### config.mk
export PLATFORM = sky130hd
export DESIGN_NAME = rfb_regs
export DESIGN_NICKNAME = d
export VERILOG_FILES = /design/src/hdl/rfb_pkg.sv /design/src/hdl/rfb_regs.sv
export VERILOG_INCLUDE_DIRS = /design/src /design/src/hdl
export SDC_FILE = /design/constraint.sdc
export NUM_CORES = 1
export LEC_CHECK = 0
export ABC_CLOCK_PERIOD_IN_PS = 4000
export BUFFER_PORTS_ARGS = -buffer_cell sky130_fd_sc_hd__buf_4
export CORE_MARGIN = 5
export CORE_UTILIZATION = 49
export DETAILED_ROUTE_END_ITERATION = 6
export GPL_TIMING_DRIVEN = 0
export HOLD_SLACK_MARGIN = 0.15
export PLACE_DENSITY = 0.75
export SETUP_SLACK_MARGIN = 0.2
export SYNTH_ARGS = -nofsm -noshare
export SYNTH_HDL_FRONTEND = slang
export SYNTH_SLANG_ARGS = --single-unit
### constraint.sdc
create_clock -name ref_clk -period 4 [get_ports ref_clk]
set_input_delay 1 -clock ref_clk [delete_from_list [all_inputs] [get_ports ref_clk]]
set_output_delay 1 -clock ref_clk [all_outputs]
set_load 0.05 [all_outputs]
### src/hdl/rfb_defs.svh
// Offsets, field positions and reset values of the receive registers.
// Assumes the includer uses the paged address layout {page, 1'b0, offset}.
`ifndef RFB_DEFS_SVH
`define RFB_DEFS_SVH

// ==========================================================
// Address layout
`define RFB_ADDR_W        8
`define RFB_PAGE_MSB      7
`define RFB_PAGE_LSB      6
`define RFB_OFF_MSB       4
`define RFB_PAGE0         2'h0
`define RFB_PAGE2         2'h2

// ==========================================================
// Register offsets
`define RFB_OFF_RING_BEGIN 5'h11
`define RFB_OFF_DESCR_END  5'h12
`define RFB_OFF_NEXT_BUF   5'h15
`define RFB_OFF_PAIR_LO    5'h18
`define RFB_OFF_PAIR_HI    5'h19
`define RFB_OFF_CNT_LO     5'h1A
`define RFB_OFF_CNT_HI     5'h1B
`define RFB_OFF_CONFIG     5'h1C
`define RFB_OFF_MISSED     5'h1F

// ==========================================================
// Receive configuration field positions
`define RFB_CFG_ABORT_COL  6
`define RFB_CFG_CHECK_ONLY 5
`define RFB_CFG_ANY_UCAST  4
`define RFB_CFG_MCAST      3
`define RFB_CFG_ALL_ONES   2
`define RFB_CFG_SHORT      1
`define RFB_CFG_KEEP_ERR   0

// ==========================================================
// Reset values and limits
`define RFB_CFG_RESET      7'h00
`define RFB_MISSED_RESET   8'h00
`define RFB_MISSED_MAX     8'hFF
`define RFB_CNT_RESET      16'h0000
`define RFB_BYTE_ZERO      8'h00

`endif

### src/hdl/rfb_pkg.sv
// Types shared by the receive filter and buffer register block.
// Assumes no macros; types only.
package rfb_pkg;

   // ==========================================================
   // Receive sequencing
   typedef enum logic [1:0] {RFB_IDLE, RFB_RECV, RFB_ABORTED} rfb_rx_state_t;

   // Status of a finished frame
   typedef struct packed {
      logic station_match;
      logic dest_group;
      logic dest_all_ones;
      logic hash_hit;
      logic short_frame;
      logic crc_err;
      logic align_err;
      logic fifo_overflow;
      logic no_buffers;
   } rfb_frame_info_t;

   // Working register updates from the receive DMA
   typedef struct packed {
      logic        next_we;
      logic [7:0]  next_val;
      logic        burst_we;
      logic [15:0] burst_val;
      logic        room_we;
      logic [15:0] room_val;
   } rfb_dma_upd_t;

   // Pointer view handed to the receive DMA
   typedef struct packed {
      logic [7:0]  ring_start;
      logic [7:0]  descr_begin;
      logic [7:0]  descr_end;
      logic [7:0]  next_buf;
      logic [15:0] burst;
      logic [15:0] room;
   } rfb_dma_view_t;

   // One-cycle verdict pulses per frame
   typedef struct packed {
      logic store;
      logic discard;
      logic abort;
      logic missed;
      logic fault_set;
   } rfb_verdict_t;

   // Whole block state
   typedef struct packed {
      rfb_rx_state_t fsm;
      logic          col_meta;
      logic          col_sync;
      logic          prev_pre_zero;
      logic          pre_bad;
      logic [6:0]    cfg;
      logic [7:0]    missed;
      logic [15:0]   byte_cnt;
      rfb_dma_view_t dma;
      logic [7:0]    rd_data;
      rfb_verdict_t  verdict;
      logic          check_only_active;
   } rfb_state_t;

endpackage

### src/hdl/rfb_regs.sv
// Receive filter, missed-packet counter, byte count and receive DMA pointer registers.
// Assumes a same-clock receive front end, DMA engine and paged host register port.
//
// Notes on behaviour
// - Missed count rises on no buffers, FIFO overflow or check-only mode.
// - Only frames with a recognised destination can advance the missed counter.
// - Missed counter is 8 bits, resets to zero, sticks at its maximum.
// - Reading the missed counter returns its value and clears it.
// - DMA keeps high address byte of the next buffer to open.
// - DMA keeps a 16-bit burst address pair, host readable and writable.
// - Descriptor table begin gives address bits 15..8, low byte zero.
// - 16-bit received byte count in two bytes, cleared at reception start.
// - Config bits 6..0 as assigned, bit 7 reads zero, all reset to zero.
// - Config options act independently; check-only mode overrides keep-errored, while abort-on-collision overrides check-only.
// - Abort-on-collision drops frames with collision after start delimiter, despite keep-errors.
// - Abort-on-collision also drops frames with consecutive zero preamble bits.
// - Frames aborted by abort-on-collision never raise the receive fault flag.
// - Check-only mode checks address and length, stores nothing, counts recognised frames missed.
// - Accept-any-unicast takes every individual destination frame.
// - Accept-multicast takes group frames only when the hash filter hits.
// - Accept-all-ones takes every broadcast frame.
// - Short frames are taken only with accept-short set.
// - Keep-errored stores CRC or alignment error frames instead of discarding.
// - DMA keeps 16-bit buffer room remaining; host must not write it in traffic.
// - Descriptor table spans begin*256 up to end*256 minus one.
// - Ring start gives address bits 15..8; buffers align to 256-byte pages.
// - Multicast hash table lives in eight byte registers of the hash unit.
`timescale 1ns/1ps
`include "rfb_defs.svh"

module rfb_regs
(
   // Clock and reset
   input  wire logic                     ref_clk,
   input  wire logic                     reset,
   // Host register port
   input  wire logic [`RFB_ADDR_W-1:0]   reg_addr,
   input  wire logic [7:0]               reg_wdata,
   input  wire logic                     reg_wr,
   input  wire logic                     reg_rd,
   output logic [7:0]                    reg_rdata,
   // Map selection
   input  wire logic                     linked_list_map,
   // Receive front end
   input  wire logic                     rx_col_pin,
   input  wire logic                     pre_bit_valid,
   input  wire logic                     pre_bit,
   input  wire logic                     sfd_seen,
   input  wire logic                     byte_valid,
   input  wire logic                     frame_end,
   input  wire rfb_pkg::rfb_frame_info_t frame_info,
   // Receive DMA
   input  wire rfb_pkg::rfb_dma_upd_t    dma_upd,
   output rfb_pkg::rfb_dma_view_t        dma_view,
   // Verdicts and status
   output rfb_pkg::rfb_verdict_t         verdict,
   output logic [6:0]                    rx_config_bits,
   output logic                          check_only_active
);
   import rfb_pkg::*;

   // ==========================================================
   // Helper functions

   // Page and offset match of the host address
   function automatic logic addr_hit(input logic [`RFB_ADDR_W-1:0] a,
                                     input logic [1:0]             page,
                                     input logic [4:0]             off);
      addr_hit = (a[`RFB_PAGE_MSB:`RFB_PAGE_LSB] == page) && (a[`RFB_OFF_MSB:0] == off);
   endfunction

   // Saturating increment; sticks rather than wraps
   function automatic logic [7:0] sat_inc(input logic [7:0] v);
      if (v == `RFB_MISSED_MAX)
      begin
         sat_inc = v;
      end
      else
      begin
         sat_inc = v + 8'h01;
      end
   endfunction

   // ==========================================================
   // State
   rfb_state_t st;
   rfb_state_t next_st;

   // Decode and verdict terms
   logic       wr_p0;
   logic       wr_p2;
   logic       rd_p0;
   logic       rd_p2;
   logic       missed_read;
   logic       is_individual;
   logic       recognized;
   logic       length_ok;
   logic       has_err;
   logic       abort_col;
   logic       frame_missed;
   logic [7:0] rd_value;

   // ==========================================================
   // Outputs straight from the state flops
   assign reg_rdata         = st.rd_data;
   assign dma_view          = st.dma;
   assign verdict           = st.verdict;
   assign rx_config_bits    = st.cfg;
   assign check_only_active = st.check_only_active;

   // Page qualifiers of the host strobes
   assign wr_p0 = reg_wr && (reg_addr[`RFB_PAGE_MSB:`RFB_PAGE_LSB] == `RFB_PAGE0);
   assign wr_p2 = reg_wr && (reg_addr[`RFB_PAGE_MSB:`RFB_PAGE_LSB] == `RFB_PAGE2);
   assign rd_p0 = reg_rd && (reg_addr[`RFB_PAGE_MSB:`RFB_PAGE_LSB] == `RFB_PAGE0);
   assign rd_p2 = reg_rd && (reg_addr[`RFB_PAGE_MSB:`RFB_PAGE_LSB] == `RFB_PAGE2);

   assign missed_read = reg_rd && addr_hit(reg_addr, `RFB_PAGE0, `RFB_OFF_MISSED);

   // ==========================================================
   // Address recognition of a finished frame
   assign is_individual = !frame_info.dest_group;
   assign recognized = frame_info.station_match
      || (st.cfg[`RFB_CFG_ANY_UCAST] && is_individual)
      || (st.cfg[`RFB_CFG_MCAST] && frame_info.dest_group
          && !frame_info.dest_all_ones && frame_info.hash_hit)
      || (st.cfg[`RFB_CFG_ALL_ONES] && frame_info.dest_all_ones);

   // Runts pass only when asked for
   assign length_ok = !frame_info.short_frame || st.cfg[`RFB_CFG_SHORT];
   assign has_err   = frame_info.crc_err || frame_info.align_err;

   // Collision seen after the delimiter, on the synchronised level only
   assign abort_col = st.cfg[`RFB_CFG_ABORT_COL] && st.col_sync;

   // Recognised frame that could not be taken
   assign frame_missed = recognized && length_ok
      && (st.cfg[`RFB_CFG_CHECK_ONLY]
          || frame_info.no_buffers || frame_info.fifo_overflow);

   // ==========================================================
   // Read multiplexer; unmapped addresses answer zero
   always_comb
   begin
      rd_value = `RFB_BYTE_ZERO;
      if (rd_p0)
      begin
         case (reg_addr[`RFB_OFF_MSB:0])
            `RFB_OFF_MISSED: rd_value = st.missed;
            `RFB_OFF_CNT_LO: rd_value = st.byte_cnt[7:0];
            `RFB_OFF_CNT_HI: rd_value = st.byte_cnt[15:8];
            default:         rd_value = `RFB_BYTE_ZERO;
         endcase
      end
      else if (rd_p2)
      begin
         case (reg_addr[`RFB_OFF_MSB:0])
            `RFB_OFF_CONFIG:     rd_value = {1'b0, st.cfg};
            `RFB_OFF_RING_BEGIN: rd_value = linked_list_map ? st.dma.descr_begin
                                                            : st.dma.ring_start;
            `RFB_OFF_DESCR_END:  rd_value = linked_list_map ? st.dma.descr_end
                                                            : `RFB_BYTE_ZERO;
            `RFB_OFF_NEXT_BUF:   rd_value = linked_list_map ? `RFB_BYTE_ZERO
                                                            : st.dma.next_buf;
            `RFB_OFF_PAIR_LO:    rd_value = linked_list_map ? st.dma.room[7:0]
                                                            : st.dma.burst[7:0];
            `RFB_OFF_PAIR_HI:    rd_value = linked_list_map ? st.dma.room[15:8]
                                                            : st.dma.burst[15:8];
            default:             rd_value = `RFB_BYTE_ZERO;
         endcase
      end
   end

   // ==========================================================
   // Next-state logic for the whole block
   always_comb
   begin
      next_st = st;

      // Read data stand for one cycle only
      next_st.rd_data = rd_value;

      // Verdict outputs are single-cycle pulses
      next_st.verdict = '0;

      // Collision pin is asynchronous; the first stage feeds only the second
      next_st.col_meta = rx_col_pin;
      next_st.col_sync = st.col_meta;

      // Check-only status follows the config bit
      next_st.check_only_active = st.cfg[`RFB_CFG_CHECK_ONLY];

      // Host writes to page 0
      if (wr_p0)
      begin
         case (reg_addr[`RFB_OFF_MSB:0])
            `RFB_OFF_CONFIG:
               next_st.cfg = reg_wdata[6:0];
            `RFB_OFF_RING_BEGIN:
               if (linked_list_map)
               begin
                  next_st.dma.descr_begin = reg_wdata;
               end
               else
               begin
                  next_st.dma.ring_start = reg_wdata;
               end
            `RFB_OFF_DESCR_END:
               if (linked_list_map)
               begin
                  next_st.dma.descr_end = reg_wdata;
               end
            default:
               next_st.cfg = st.cfg;
         endcase
      end

      // Host writes to page 2; the pair in use depends on the map
      if (wr_p2)
      begin
         case (reg_addr[`RFB_OFF_MSB:0])
            `RFB_OFF_NEXT_BUF:
               if (!linked_list_map)
               begin
                  next_st.dma.next_buf = reg_wdata;
               end
            `RFB_OFF_PAIR_LO:
               if (linked_list_map)
               begin
                  next_st.dma.room[7:0] = reg_wdata;
               end
               else
               begin
                  next_st.dma.burst[7:0] = reg_wdata;
               end
            `RFB_OFF_PAIR_HI:
               if (linked_list_map)
               begin
                  next_st.dma.room[15:8] = reg_wdata;
               end
               else
               begin
                  next_st.dma.burst[15:8] = reg_wdata;
               end
            default:
               next_st.cfg = st.cfg;
         endcase
      end

      // DMA update beats a same-cycle host write;
      // writing during traffic is the host's fault
      if (dma_upd.next_we)
      begin
         next_st.dma.next_buf = dma_upd.next_val;
      end
      if (dma_upd.burst_we)
      begin
         next_st.dma.burst = dma_upd.burst_val;
      end
      if (dma_upd.room_we)
      begin
         next_st.dma.room = dma_upd.room_val;
      end

      // Clear on read; an increment in the same cycle lands below
      if (missed_read)
      begin
         next_st.missed = `RFB_MISSED_RESET;
      end

      // Receive sequencing
      case (st.fsm)
         RFB_IDLE:
         begin
            // Watch the preamble for two zero bits in a row
            if (pre_bit_valid)
            begin
               next_st.prev_pre_zero = !pre_bit;
               if (!pre_bit && st.prev_pre_zero)
               begin
                  next_st.pre_bad = 1'b1;
               end
            end
            if (sfd_seen)
            begin
               next_st.byte_cnt      = `RFB_CNT_RESET;
               next_st.prev_pre_zero = 1'b0;
               next_st.pre_bad       = 1'b0;
               if (st.cfg[`RFB_CFG_ABORT_COL] && st.pre_bad)
               begin
                  // Bad preamble: drop quietly, no fault flag
                  next_st.verdict.abort = 1'b1;
                  next_st.fsm           = RFB_ABORTED;
               end
               else
               begin
                  next_st.fsm = RFB_RECV;
               end
            end
         end

         RFB_RECV:
         begin
            if (byte_valid)
            begin
               next_st.byte_cnt = st.byte_cnt + 16'h0001;
            end
            if (abort_col)
            begin
               // Keep-errored does not rescue a collided frame
               next_st.verdict.abort = 1'b1;
               next_st.fsm           = frame_end ? RFB_IDLE : RFB_ABORTED;
            end
            else if (frame_end)
            begin
               next_st.fsm = RFB_IDLE;
               if (st.cfg[`RFB_CFG_CHECK_ONLY])
               begin
                  // Checked only, never stored
                  next_st.verdict.discard   = 1'b1;
                  next_st.verdict.missed    = frame_missed;
                  next_st.verdict.fault_set = frame_missed;
               end
               else if (!recognized || !length_ok)
               begin
                  next_st.verdict.discard = 1'b1;
               end
               else if (frame_missed)
               begin
                  // Buffer shortage raises no fault; overflow without buffer shortage does
                  next_st.verdict.discard   = 1'b1;
                  next_st.verdict.missed    = 1'b1;
                  next_st.verdict.fault_set = frame_info.fifo_overflow
                                              && !frame_info.no_buffers;
               end
               else if (has_err && !st.cfg[`RFB_CFG_KEEP_ERR])
               begin
                  next_st.verdict.discard = 1'b1;
               end
               else
               begin
                  next_st.verdict.store     = 1'b1;
                  next_st.verdict.fault_set = has_err;
               end
               if (frame_missed)
               begin
                  next_st.missed = sat_inc(missed_read ? `RFB_MISSED_RESET
                                                       : st.missed);
               end
            end
         end

         RFB_ABORTED:
         begin
            // Wait out the rest of the dropped frame
            if (frame_end)
            begin
               next_st.fsm = RFB_IDLE;
            end
         end

         default:
            next_st.fsm = RFB_IDLE;
      endcase
   end

   // ==========================================================
   // State register; pointers reset to zero
   always_ff @(posedge ref_clk or posedge reset)
   begin
      if (reset)
      begin
         st        <= '0;
         st.fsm    <= RFB_IDLE;
         st.cfg    <= `RFB_CFG_RESET;
         st.missed <= `RFB_MISSED_RESET;
      end
      else
      begin
         st <= next_st;
      end
   end

endmodule

==> metrics.cfg <==
[synth]
ys_seq_area_frac=0.440
syn-cell-area_sq_mm=0.00654
synth_top_cell_area_share=0.440
synth_cell_types=58
ys_async_sr_fraction=1.00
ys_ff_latch=115
yosys_warnings=0
syn-num-nets=749
synthFlopType=dfrtp_1
syn_inst=669
synth-edff-count=0
synth_area_leaders=dfrtp_1 (44%), buf_4 (9.6%), mux2i_1 (6.7%)
avgSynthCellArea_sq_um=9.77
yosysTopAreaCell=dfrtp_1

[cts]
clk_pin_slew_ns=0.05
cts_tree=yes
numCtsBuffers=17
cts-root-buf=clkbuf_16
worstSkewPairLatency_ns=0.42
cts_setup_buffers=0
htree_levels=4
hold_buffers=0
cts_sinks=115
clockBufferDepth=2
cts_resized=0

[sta]
fin_worst_skew_ns=0.00898
finalSetupTns_ns=0
rsz0062_at_grt=false
timing.hold.ws_ns=0.359
layout_min_cycle_time_ns=2.57
max_freq_ghz=0.388
slew_headroom=0.300
finalMaxSlewViolations=0
setup_viol_count_final=0
finalCritPeriodShare=0.644
worst_pin_slew_ns=1.04
finalHoldViolations=0
fin_ws_ns=1.43

[die]
start_util=0.496
io_pins=164
chipHeight_microns=126
die_w_microns=126
die_area_sq_mm=0.0158
coreArea_sq_mm=0.0132
rows=42

[placement]
hpwl_mm=14.3
globalplace.congestion=0.888
pre_cts_ws_ns=1.07
io_buffers=152

[finish]
drive_above_1_share=0.386
fin_nets=922
syn2layout_area_growth_pct=30.8
final_cell_mix=buf_4 (236), dfrtp_1 (115), nand2_1 (64), o21ai_0 (56)
final_common_cell=buf_4
fillers=1115

[setup_path]
cp-end-kind=flip-flop
crit_required_ns=4.26
arrival_ns=2.84
cp_max_fo=10
crit_type=in2reg
worstSetupStartpointType=input port

[grt]
antenna_found_initial=1
grt_util_all_layers=0.245
grt_pass1_vias=5836
overflow=0
grt_pass1_wl_mm=30.9
grt_max_degree=45

[route]
routed_wl_mm=19.1
wire_per_inst_microns=18.5
viasPerCell=5.51
drc=0
postRouteAntennaNets=0
first_pass_iters=6
drtIter0Drc=396
vias=5680

[hold_path]
hold_path.class=reg2reg

[power]
power.internal_w=0.00264
p_comb_frac=0.227
clockPowerShare=0.407
switching_share=0.307
irDropWorstVdd_mv=0.308
pwr-share-seq=0.366
p_leak_nw=4.26
p_sw_w=0.00117
p_per_area_mw_per_mm2=445

[run_status]
status=finished, final reports clean

[run]
drv_cap=0

-- per-layer routing --
layer / wire [microns] / vias to the layer above / track usage
li1: - / 2659 / -
met1: 7740 / 2747 / 0.309
met2: 9630 / 240 / 0.413
met3: 1280 / 34 / 0.0593
met4: 412 / 0 / 0.0848
met5: 0 / - / 0
-- path summary, 6_finish.rpt --
path,from,cells past startpoint,endpoint,slack (ns)
setup / recovery,reg_addr[0],9,reg_rdata[6],1.43
hold / removal,next_st[111],0,st[111],0.36
setup reg to reg,st[113],6,st[86],1.89
hold reg to reg,next_st[111],0,st[111],0.36
max in group asynchronous,reset,3,dma_view[36],2.66
min in group asynchronous,reset,2,st[86],0.69
-- kinds of logic after synthesis --
logic type | synth area share
compound gates | 0.130
xor+xnor | 0.0161
fa+ha+maj | 0.00191
buf+inv | 0.129
flops | 0.440
mux | 0.133
simple gates | 0.151
-- metrics by stage --
| step | cell area, sq um | utilization | total power (W) | std cells |
|---|---|---|---|---|
| 6_report | 8550 | 0.648 | 0.00380 | 1031 |
| 5_1_grt | 8550 | 0.648 | 0.00395 | 1031 |
| 4_1_cts | 8550 | 0.648 | 0.00381 | 1030 |
| 3_5_place_dp | 7940 | 0.602 | 0.00226 | 999 |
| 3_3_place_gp | 7900 | 0.599 | 0.00223 | 997 |
| 2_1_floorplan | 6540 | - | 0.00198 | 669 |
-- power groups by stage --
| stage | logic, W | clock network [W] | registers, W |
|---|---|---|---|
| after floorplan | 0.000608 | 0 | 0.00137 |
| after global placement | 0.000831 | 0 | 0.00140 |
| after detailed placement | 0.000856 | 0 | 0.00141 |
| after CTS | 0.000866 | 0.00155 | 0.00139 |
| after global routing | 0.000929 | 0.00161 | 0.00141 |
| final | 0.000862 | 0.00155 | 0.00139 |
-- area by class of cell --
type,instances,area [sq um],area share
flip-flops and latches,115,2880,0.337
inverters,9,37.5,0.00439
clock buffers,22,474,0.0555
diodes,1,2.50,0.000293
well taps,176,220,0.0258
plain buffers,123,808,0.0945
multi-input cells,422,2820,0.330
repair buffers,154,1180,0.138
clock inverters,9,129,0.0151
-- worst max-delay path: stages --
cell and delay, ns:
buf_4 0.11, buf_2 0.17, and3b_1 0.17, buf_2 0.17, clkbuf_1 0.25, a31oi_1 0.28
o21ai_0 0.16, a222oi_1 0.41, o22ai_1 0.12
-- state kept, by name, indices dropped and copies added, names as in the netlist --
register,count
check_only_active,1
rx_config_bits,7
next_st,1
dma_view,64
reg_rdata,8
verdict,5
st,29
-- synth_stat cells (17+ instances only) --
| cell type | count |
|---|---|
| a21oi_1 | 17 |
| a31oi_1 | 20 |
| buf_4 | 84 |
| clkbuf_1 | 19 |
| dfrtp_1 | 115 |
| mux2_2 | 38 |
| mux2i_1 | 44 |
| nand2_1 | 64 |
| nand3_1 | 44 |
| nor2_1 | 26 |
| o21ai_0 | 56 |
(Power assumes the default switching activity.)
